==> config.mk <==
export PLATFORM = sky130hd
export DESIGN_NAME = sub_irq_stage
export DESIGN_NICKNAME = d
export VERILOG_FILES = /design/src/sub_irq_pkg.sv /design/src/sub_irq_sync.sv /design/src/sub_irq_stage.sv
export VERILOG_INCLUDE_DIRS = /design/src
export SDC_FILE = /design/constraint.sdc
export NUM_CORES = 1
export LEC_CHECK = 0
export BUFFER_PORTS_ARGS = -buffer_cell sky130_fd_sc_hd__buf_4
export CORE_MARGIN = 4
export CORE_UTILIZATION = 40
export CTS_BUF_LIST = sky130_fd_sc_hd__clkbuf_16
export DETAILED_ROUTE_END_ITERATION = 16
export PLACE_DENSITY_LB_ADDON = 0.15
export SYNTH_ARGS = -nofsm -noshare
export SYNTH_HDL_FRONTEND = slang
export SYNTH_SLANG_ARGS = --single-unit
export TNS_END_PERCENT = 30
==> constraint.sdc <==
create_clock -name clk -period 2.55 [get_ports clk]
set_clock_uncertainty 0.15 [all_clocks]
set_input_delay 0.765 -clock clk [delete_from_list [all_inputs] [get_ports clk]]
set_output_delay 0.765 -clock clk [all_outputs]
set_load 0.01 [all_outputs]
==> src/sub_irq_consts.svh <==
/*
  Offsets, field positions and reset values for the
  sub-source interrupt stage.
  Assumes a 32-bit Avalon-MM register bus with byte addresses.
*/
`ifndef SUB_IRQ_CONSTS_SVH
`define SUB_IRQ_CONSTS_SVH

// ----------------------------------------------------------------------
// Register map
// ----------------------------------------------------------------------
`define SUB_PEND_OFFSET   32'h4a00_0018
`define SUB_MASK_OFFSET   32'h4a00_001c
`define SUB_ADDR_LSB_MASK 32'h0000_00ff

// ----------------------------------------------------------------------
// Field positions
// ----------------------------------------------------------------------
`define SUB_COUNT         11
`define SUB_BIT_S0_RX     0
`define SUB_BIT_S0_TX     1
`define SUB_BIT_S0_ERR    2
`define SUB_BIT_S1_RX     3
`define SUB_BIT_S1_TX     4
`define SUB_BIT_S1_ERR    5
`define SUB_BIT_S2_RX     6
`define SUB_BIT_S2_TX     7
`define SUB_BIT_S2_ERR    8
`define SUB_BIT_TOUCH     9
`define SUB_BIT_CONV      10

// ----------------------------------------------------------------------
// Reset values
// ----------------------------------------------------------------------
`define SUB_PEND_RESET    11'h000
`define SUB_MASK_RESET    11'h7ff
`define SUB_READ_UNMAPPED 32'h0000_0000

`endif

==> src/sub_irq_pkg.sv <==
/*
  Types shared by the sub-source interrupt stage.
  Assumes the constants header is compiled alongside.
*/
package sub_irq_pkg;

  // Request side of the register bus, grouped
  typedef struct packed {
    logic        read;
    logic        write;
    logic [31:0] address;
    logic [31:0] writedata;
  } bus_req_t;

  // Forwarded requests towards the main pending logic
  typedef struct packed {
    logic converter;
    logic serial2;
    logic serial1;
    logic serial0;
  } main_req_t;

  // Bus slave phase
  typedef enum logic [0:0] {
    BUS_IDLE,
    BUS_DONE
  } bus_state_t;

endpackage

==> src/sub_irq_sync.sv <==
/*
  Two-flop level synchroniser, one instance per request line.
  Assumes the input may change at any time relative to clk.
*/
`timescale 1ns/10ps
`default_nettype none

module sub_irq_sync
(
  // Clock and reset
  input  wire logic clk,
  input  wire logic rst_n,
  // Asynchronous level in, synchronised level out
  input  wire logic async_in,
  output var  logic sync_out
);

  logic stage1;

  // First flop feeds only the second, to keep metastability contained
  always_ff @(posedge clk or negedge rst_n)
  begin
    if (!rst_n)
    begin
      stage1   <= 1'b0;
      sync_out <= 1'b0;
    end
    else
    begin
      stage1   <= async_in;
      sync_out <= stage1;
    end
  end

endmodule
`default_nettype wire

==> src/sub_irq_stage.sv <==
/*
  Second-level interrupt stage: eleven sticky sub-source pending bits, a
  mask, an Avalon-MM slave for both registers and the per-port requests
  handed to the main pending logic.
  Assumes sub-request lines come from peripheral logic that may be on
  another clock; each is synchronised before use.
*/
// Chosen here: the Avalon-MM slave port.
// Operation
// - Writing one clears pending; zero keeps it
// - Pending sets on request; resets to zero
// - Bits 0-8 serial rx/tx/err; 9 touch, 10 converter
// - Only eleven bits; 31:11 read zero
// - Masked source not forwarded, still pending
// - Unmasked pending source is forwarded
// - Mask resets to all eleven set
`timescale 1ns/10ps
`default_nettype none
`include "sub_irq_consts.svh"

module sub_irq_stage
#(
  parameter int SUB_COUNT = `SUB_COUNT
)
(
  // Clock and reset
  input  wire logic                  clk,
  input  wire logic                  rst_n,
  // Avalon-MM slave
  input  wire logic [31:0]           avs_address,
  input  wire logic                  avs_read,
  input  wire logic                  avs_write,
  input  wire logic [31:0]           avs_writedata,
  input  wire logic [3:0]            avs_byteenable,
  output var  logic [31:0]           avs_readdata,
  output var  logic                  avs_waitrequest,
  // Peripheral sub-requests, level, from other clock domains
  input  wire logic [SUB_COUNT-1:0]  sub_request,
  // Requests towards the main pending logic
  output var  sub_irq_pkg::main_req_t main_request,
  // Register views for the main logic
  output var  logic [SUB_COUNT-1:0]  sub_source_pending,
  output var  logic [SUB_COUNT-1:0]  sub_source_mask
);

  // The bit layout is fixed at eleven sources
  if (SUB_COUNT != `SUB_COUNT)
  begin : g_bad_count
    $error("sub_irq_stage serves exactly eleven sub-sources");
  end

  // ----------------------------------------------------------------------
  // Request synchronisers and edge detection
  // ----------------------------------------------------------------------
  logic [SUB_COUNT-1:0] req_sync;
  logic [SUB_COUNT-1:0] req_prev;
  logic [SUB_COUNT-1:0] req_rise;

  for (genvar i = 0; i < SUB_COUNT; i++)
  begin : g_sync
    sub_irq_sync u_sync
    (
      .clk      (clk),
      .rst_n    (rst_n),
      .async_in (sub_request[i]),
      .sync_out (req_sync[i])
    );
  end

  // Previous synchronised level, for rising-edge events
  always_ff @(posedge clk or negedge rst_n)
  begin
    if (!rst_n)
      req_prev <= '0;
    else
      req_prev <= req_sync;
  end

  // Edge, not level: a held request does not re-set a cleared bit
  assign req_rise = req_sync & ~req_prev;

  // ----------------------------------------------------------------------
  // Bus slave
  // ----------------------------------------------------------------------
  sub_irq_pkg::bus_req_t   bus;
  sub_irq_pkg::bus_state_t bus_state;
  logic                    hit_pend;
  logic                    hit_mask;
  logic                    wr_take;
  logic                    low_lane;
  logic                    high_lane;

  // Bus request gathered into one carrier
  assign bus.read      = avs_read;
  assign bus.write     = avs_write;
  assign bus.address   = avs_address;
  assign bus.writedata = avs_writedata;

  // Lanes 2 and 3 carry only reserved bits, so their enables are ignored
  assign hit_pend  = (bus.address == `SUB_PEND_OFFSET);
  assign hit_mask  = (bus.address == `SUB_MASK_OFFSET);
  assign low_lane  = avs_byteenable[0];
  assign high_lane = avs_byteenable[1];

  // Every access answers one cycle after it is seen; waitrequest drops then
  always_ff @(posedge clk or negedge rst_n)
  begin
    if (!rst_n)
      bus_state <= sub_irq_pkg::BUS_IDLE;
    else
    begin
      case (bus_state)
        sub_irq_pkg::BUS_IDLE:
          if (bus.read || bus.write)
            bus_state <= sub_irq_pkg::BUS_DONE;
        sub_irq_pkg::BUS_DONE:
          bus_state <= sub_irq_pkg::BUS_IDLE;
        default:
          bus_state <= sub_irq_pkg::BUS_IDLE;
      endcase
    end
  end

  // Waitrequest high by default, low for the single completing cycle
  always_ff @(posedge clk or negedge rst_n)
  begin
    if (!rst_n)
      avs_waitrequest <= 1'b1;
    else
      avs_waitrequest <= !((bus_state == sub_irq_pkg::BUS_IDLE) && (bus.read || bus.write));
  end

  // A write takes effect on the edge where waitrequest is sampled low
  assign wr_take = bus.write && (bus_state == sub_irq_pkg::BUS_DONE);

  // ----------------------------------------------------------------------
  // Pending and mask registers
  // ----------------------------------------------------------------------
  logic [SUB_COUNT-1:0] clear_bits;
  logic [SUB_COUNT-1:0] next_pending;

  // Byte lanes: bits 7:0 on lane 0, bits 10:8 on lane 1
  assign clear_bits = (wr_take && hit_pend) ?
                      {bus.writedata[10:8] & {3{high_lane}},
                       bus.writedata[7:0] & {8{low_lane}}} : '0;

  // set on request, set wins over clear
  assign next_pending = (sub_source_pending & ~clear_bits) | req_rise;

  // Pending bits, zero after reset
  always_ff @(posedge clk or negedge rst_n)
  begin
    if (!rst_n)
      sub_source_pending <= `SUB_PEND_RESET;
    else
      sub_source_pending <= next_pending;
  end

  always_ff @(posedge clk or negedge rst_n)
  begin
    if (!rst_n)
      sub_source_mask <= `SUB_MASK_RESET;
    else if (wr_take && hit_mask)
    begin
      if (low_lane)
        sub_source_mask[7:0] <= bus.writedata[7:0];
      if (high_lane)
        sub_source_mask[10:8] <= bus.writedata[10:8];
    end
  end

  // ----------------------------------------------------------------------
  // Read data
  // ----------------------------------------------------------------------
  // upper bits read zero
  always_ff @(posedge clk or negedge rst_n)
  begin
    if (!rst_n)
      avs_readdata <= `SUB_READ_UNMAPPED;
    else if ((bus_state == sub_irq_pkg::BUS_IDLE) && bus.read)
    begin
      if (hit_pend)
        avs_readdata <= {21'h0, next_pending};
      else if (hit_mask)
        avs_readdata <= {21'h0, sub_source_mask};
      else
        avs_readdata <= `SUB_READ_UNMAPPED; // Unmapped reads give zero
    end
  end

  // ----------------------------------------------------------------------
  // Forwarding to the main logic
  // ----------------------------------------------------------------------
  // Pending is taken as it will stand after this edge, the mask as it stood
  // before it, so a mask write reaches the main logic one cycle after it lands
  logic [SUB_COUNT-1:0] live;

  assign live = next_pending & ~sub_source_mask;

  always_ff @(posedge clk or negedge rst_n)
  begin
    if (!rst_n)
      main_request <= '0;
    else
    begin
      main_request.serial0   <= |live[`SUB_BIT_S0_ERR:`SUB_BIT_S0_RX];
      main_request.serial1   <= |live[`SUB_BIT_S1_ERR:`SUB_BIT_S1_RX];
      main_request.serial2   <= |live[`SUB_BIT_S2_ERR:`SUB_BIT_S2_RX];
      main_request.converter <= live[`SUB_BIT_TOUCH] | live[`SUB_BIT_CONV];
    end
  end

endmodule
`default_nettype wire

==> results.toml, run 1 <==
[clock_tree]
hold_buffers = 0
cts_tree = "built"
cts_buffers = 9
cts_sinks = 72
ctsHtreeMaxLevel = 3
path_clk_slew_ns = 0.06
cts_setup_buffers = 0
postCtsResizedCells = 0
cts_buffer_depth = 2
clockRootBuffer = "clkbuf_16"
clk_latency_ns = 0.32

[power]
netSwitchingFraction_pct = 21.6
p_leak_nw = 1.90
switchingPower_uw = 581
seqPwrFrac_pct = 44.0
cellPowerDensity_nw_per_um2 = 640
share_comb_of_total_power_pct = 7.0
intPower_mw = 2.11
max-vdd-ir-drop_uv = 396
pwr-share-clk_pct = 49.0

[placement]
pre_cts_slack_ns = -0.170
numPortBuffers = 97
dpl.hpwl_um = 5200
place_inst = 466
gp_congestion = 0.786

[critical_path]
r2r_cells = 5
arrival_ns = 2.51
crit_path_start_kind = "primary input"
critPathMaxFanout = 5
r2r_setup_slack_ns = 0.78
path_class = "primary input to register"
r2r-start = "bus_state"
reg2reg_to = "main_request[0]"
required_ns = 2.65
critPathCaptureType = "register"

[layout]
final_common_cell = "buf_4"
layout_common_cells = "buf_4 (111), dfrtp_1 (60), nand2_1 (23)"
layout.nets = 461
fill_cells = 651
n_antenna_cell = 0
drive_gt1_share_pct = 39.7
area_growth_pct = 38.3
fin_cells = 482

[logic_synthesis]
synth.ff_latch_count = 72
yosys.area.top_type = "dfrtp_1"
async_reset_ff_share_pct = 100
ys_seq_area_share_pct = 59.7
synth_warnings = 0
synth.area.top_cells = "dfrtp_1 (49%), dfstp_2 (10%), buf_4 (5.2%), mux2_2 (4.1%), o41ai_1 (3.2%)"
synth_cell_type_count = 34
synth_flop_cell = "dfrtp_1"
synth.top_cell.area_share_pct = 49.3
synth.cell_area_um2 = 3040
syn_inst = 267
avgSynthCellArea_um2 = 11.4
synth_edf_count = 0

[worst_hold_path]
hold_class = "primary input to async pin"

[route]
met3_length_um = 461
first_pass_iters = 4
num_vias = 2326
via_per_inst = 4.83
finalWirelength_um = 6970
met2WireLength_um = 3440
wl_per_cell_um = 14.5
drc_errors = 0
first_iter_violations = 67
final_antenna_net_count = 0
highest_layer = "met4"
wl_met1_um = 3050

[timing]
hold_viol = 0
fmax_mhz = 415
report.final.slew_viol_count = 0
finalCriticalPeriod_ns = 2.41
rsz0062_at_grt = "false"
holdWs_ns = 0.198
fin_crit_sh_pct = 94.5
fin_ws_ns = 0.140
setup_violations = 0

[die]
rows = 31
die_w_um = 95.2
die_area_um2 = 9070
core_um2 = 7330
start_util_pct = 41.5
die-height_um = 95.2
io_pins = 142

[grt]
grt_pass1_vias = 2293
grt_max_degree = 29
grt_usage_pct = 16.1
antenna_found_initial = 0
grt_first_pass_wirelength_um = 11000
grt-ovfl-total = 0

[status]
outcome = "completed"

[flow_run]
cap_violations = 0
[worst max-delay path by stage]
stage                     depth (start not counted)            from                 end  slack [ns]
final                                             7  avs_address[1]  sub_source_mask[5]        0.14
after global routing                              7  avs_address[1]  sub_source_mask[5]        0.03
after CTS                                         7  avs_address[1]     main_request[2]        0.16
after detailed placement                          7  avs_address[1]     main_request[2]       -0.17
after global placement                            7  avs_address[1]     main_request[2]       -0.16
after floorplan                                   6  avs_address[1]  sub_source_mask[0]        0.10
[state kept, by name, summed over array words and instances, names as in the netlist, 4 cells and up]
name                    flops
avs_readdata               11
g_sync.u_sync.stage1       11
g_sync.u_sync.sync_out     11
main_request                4
req_prev                   11
sub_source_mask            11
sub_source_pending         11
[critical path, stage by stage]
cell	delay (ns)
buf_4	0.11
nor4b_1	0.34
nand4_1	0.22
or2_1	0.35
nor3b_4	0.21
buf_4	0.18
mux2_2	0.34
[stage by stage]
step / utilization (%) / area (um2) / TNS (ns) / power [mW]
after floorplan: - / 3120 / 0 / 1.30
after global placement: 53.0 / 3890 / -1.76 / 1.39
after detailed placement: 53.0 / 3890 / -1.88 / 1.40
after CTS: 57.3 / 4200 / 0 / 2.72
after global routing: 57.4 / 4210 / 0 / 2.79
final: 57.4 / 4210 / 0 / 2.69
[cells in the mapped netlist, types with 2 or more instances]
master and instances:
a21oi_1 6, nor2_1 19, nor4_1 5, mux2_2 11
inv_1 11, clkbuf_1 10, nor3_1 3, o41ai_1 11
nand2_1 23, o21ai_0 2, a21o_1 10, nor2b_1 12
o21bai_1 4, dfrtp_1 60, and3_1 2, nor4b_1 3
nand4_1 2, nand3_1 10, a211oi_1 12, buf_4 21
o31ai_1 3, o221ai_1 4, dfstp_2 12
[power groups by stage]
stage	Clock [mW]	Sequential, mW	Combinational, mW
after floorplan	0	1.20	0.0920
after global placement	0	1.20	0.188
after detailed placement	0	1.21	0.190
after CTS	1.34	1.19	0.190
after global routing	1.39	1.19	0.213
final	1.32	1.18	0.189
[cells by family (layout without fill, tap and decap cells)]
| family | after synthesis | count (layout) | share of synthesized area (%) |
|---|---|---|---|
| muxes | 11 | 11 | 4.07 |
| DFF | 72 | 72 | 59.7 |
| and+or+nand+nor | 85 | 85 | 14.3 |
| AOI/OAI and AO/OA | 55 | 55 | 13.7 |
| buffers and inverters | 43 | 139 | 8.14 |
| other | 1 | 21 | 0.123 |
[area by class of cell]
class	instances	area, um2	share of cell area [%]
well taps	99	124	2.94
clock buffers	9	225	5.35
clock inverters	7	90.1	2.14
multi-input cells	172	1060	25.1
repair buffers	112	853	20.3
inverters	11	41.3	0.981
flip-flops and latches	72	1820	43.2
[metal layers]
metal,vias up,GRT usage [%]
met5,-,0
met4,0,6.13
met3,2,3.87
met2,68,25.1
met1,1123,21.6
li1,1133,-
No activity file was read; power rests on OpenSTA's default activity.
==> inputs of run 2 (changes only) <==
--- a/config.mk
+++ b/config.mk
@@ -9,4 +9,6 @@
 export BUFFER_PORTS_ARGS = -buffer_cell sky130_fd_sc_hd__buf_4
+export CELL_PAD_IN_SITES_DETAIL_PLACEMENT = 1
+export CELL_PAD_IN_SITES_GLOBAL_PLACEMENT = 2
 export CORE_MARGIN = 4
-export CORE_UTILIZATION = 40
+export CORE_UTILIZATION = 25
 export CTS_BUF_LIST = sky130_fd_sc_hd__clkbuf_16
==> constraint.sdc (replaced) <==
create_clock -name clk -period 1.9 [get_ports clk]
set_clock_uncertainty 0.15 [all_clocks]
set_input_delay 0.38 -clock clk [delete_from_list [all_inputs] [get_ports clk]]
set_output_delay 0.38 -clock clk [all_outputs]
set_load 0.01 [all_outputs]
==> results.toml, run 2 (synthesized netlist as in run 1, its figures left out) <==
[status]
outcome = "finished, violations left"
violations = "setup timing"

[layout]
layout.nets = 472
multi_input_area_um2 = 1210
final_common_cell = "buf_4"
n_antenna_cell = 0
layout_common_cells = "buf_4 (95), dfrtp_1 (60), nand2_1 (23)"
regArea_um2 = 1820
area_growth_pct = 49.7
fill_cells = 1301
drive_gt1_share_pct = 41.4
final_core_util_pct = 38.1
fin_cells = 541
final_area_um2 = 4550

[critical_path]
crit_path_max_incr_delay_ns = 0.34
path_delay_family = "simple AND/OR/NAND/NOR gates"
critPathCaptureType = "register"
critPathMaxFanout = 5
crit_path_frequent_cell = "buf_6"
path_buf_inv = 2
path_cells = "buf_6 > nor4b_4 > nand4_1 > or2_4 > nor3b_4 > buf_6 > mux2_4"
required_ns = 2.00
path_class = "primary input to register"
crit_path_start_kind = "primary input"
arrival_ns = 2.01
slowest_stage = "or2_4"

[timing]
finalCriticalPeriod_ns = 1.91
report.final.slew_viol_count = 0
setup_violations = 5
rsz0062_at_grt = "true"
fmax_mhz = 525
fin_setup_tns_ns = -0.0134
fin_ws_ns = -0.00601
hold_viol = 0
fin_crit_sh_pct = 100

[placement]
gp_congestion = 0.759
dpl.hpwl_um = 6620
placedInstanceArea_um2 = 3970
numPortBuffers = 97
place_inst = 513

[route]
via_per_inst = 4.51
final_antenna_net_count = 0
first_pass_iters = 4
drc_errors = 0
wl_per_cell_um = 16.8
finalWirelength_um = 9090
first_iter_violations = 39
num_vias = 2439

[grt]
grt_usage_pct = 13.4
grt_max_degree = 27
antenna_found_initial = 0
grt_pass1_vias = 2677
grt_first_pass_wirelength_um = 14600
grt-ovfl-total = 0

[clock_tree]
ctsHtreeMaxLevel = 3
cts_buffer_depth = 2
cts_setup_buffers = 0
path_clk_slew_ns = 0.06
cts_buffers = 9
clockRootBuffer = "clkbuf_16"
clk_latency_ns = 0.33
cts_tree = "built"
cts_sinks = 72

[die]
io_pins = 142
die_area_um2 = 14000
core_um2 = 12000
start_util_pct = 25.4
rows = 40
die_w_um = 118
die-height_um = 118

[power]
cellPowerDensity_nw_per_um2 = 745
max-vdd-ir-drop_uv = 300
p_leak_nw = 2.00

[worst_hold_path]
hold_class = "primary input to register"

[flow_run]
cap_violations = 0
==> run 2: cell count changes in the layout (fill, tap and decap cells not counted), sizes merged <==
cell | before | now
inv | 13 | 14
dlygate4sd3 | 0 | 12
clkinvlp | 3 | 1
bufinv | 2 | 0
clkinv | 0 | 3
buf | 112 | 111
==> run 2: worst register-to-register path, stage by stage, from the launching register on <==
cell and delay [ns]:
dfrtp_1 0.37, and3_1 0.22, buf_12 0.17, nand2_1 0.09, nor2_1 0.10, a211oi_1 0.08
or4_1 0.40
==> run 2: cell type report <==
class	instances	share of cell area, %
multi-input combinational	172	26.7
tap	147	4.04
timing repair buffer	123	22.8
clock buffer	9	4.95
clock inverter	7	0.714
sequential	72	39.9
inverter	11	0.907
==> run 2: timing repair <==
action / in CTS / in global routing
hold buffers: 11 / 1
resized for setup: 31 / 9
endpoints found under the hold margin: 25 / 1
endpoints found under the setup margin: 16 / 20
pin swaps: 13 / 3
==> run 2: final timing paths <==
check	startpoint	cells after the start	slack [ns]	endpoint
worst max-delay path	avs_address[0]	7	-0.006	sub_source_mask[6]
worst min-delay path	avs_writedata[10]	2	0.16	sub_source_mask[10]
worst max register to register	bus_state	6	0.19	main_request[2]
worst min register to register	g_sync[9].u_sync.stage1	0	0.20	g_sync[9].u_sync.sync_out
max in group asynchronous	rst_n	3	0.67	sub_source_mask[8]
min in group asynchronous	rst_n	2	0.38	avs_readdata[4]
==> run 2: power breakdown <==
part	internal, mW	switching, mW
logic	0.154	0.166
registers	1.58	0.0129
clock network	0.859	0.621
total	2.59	0.801
==> run 2: per-stage QoR <==
step / hold WS [ns] / power [mW] / worst slack [ns]
after global routing: 0.159 / 3.55 / -0.124
after CTS: 0.00504 / 3.44 / -0.00712
after detailed placement: 0.186 / 1.90 / -0.436
final: 0.163 / 3.39 / -0.00601
after global placement: 0.183 / 1.89 / -0.445
after floorplan: -0.0656 / 1.74 / -0.162
==> run 2: routing by layer <==
metal / routed length, um / global-route usage (%)
met3: 442 / 2.82
met4: 158 / 5.93
met1: 4030 / 17.3
met5: 0 / 0
met2: 4460 / 21.4
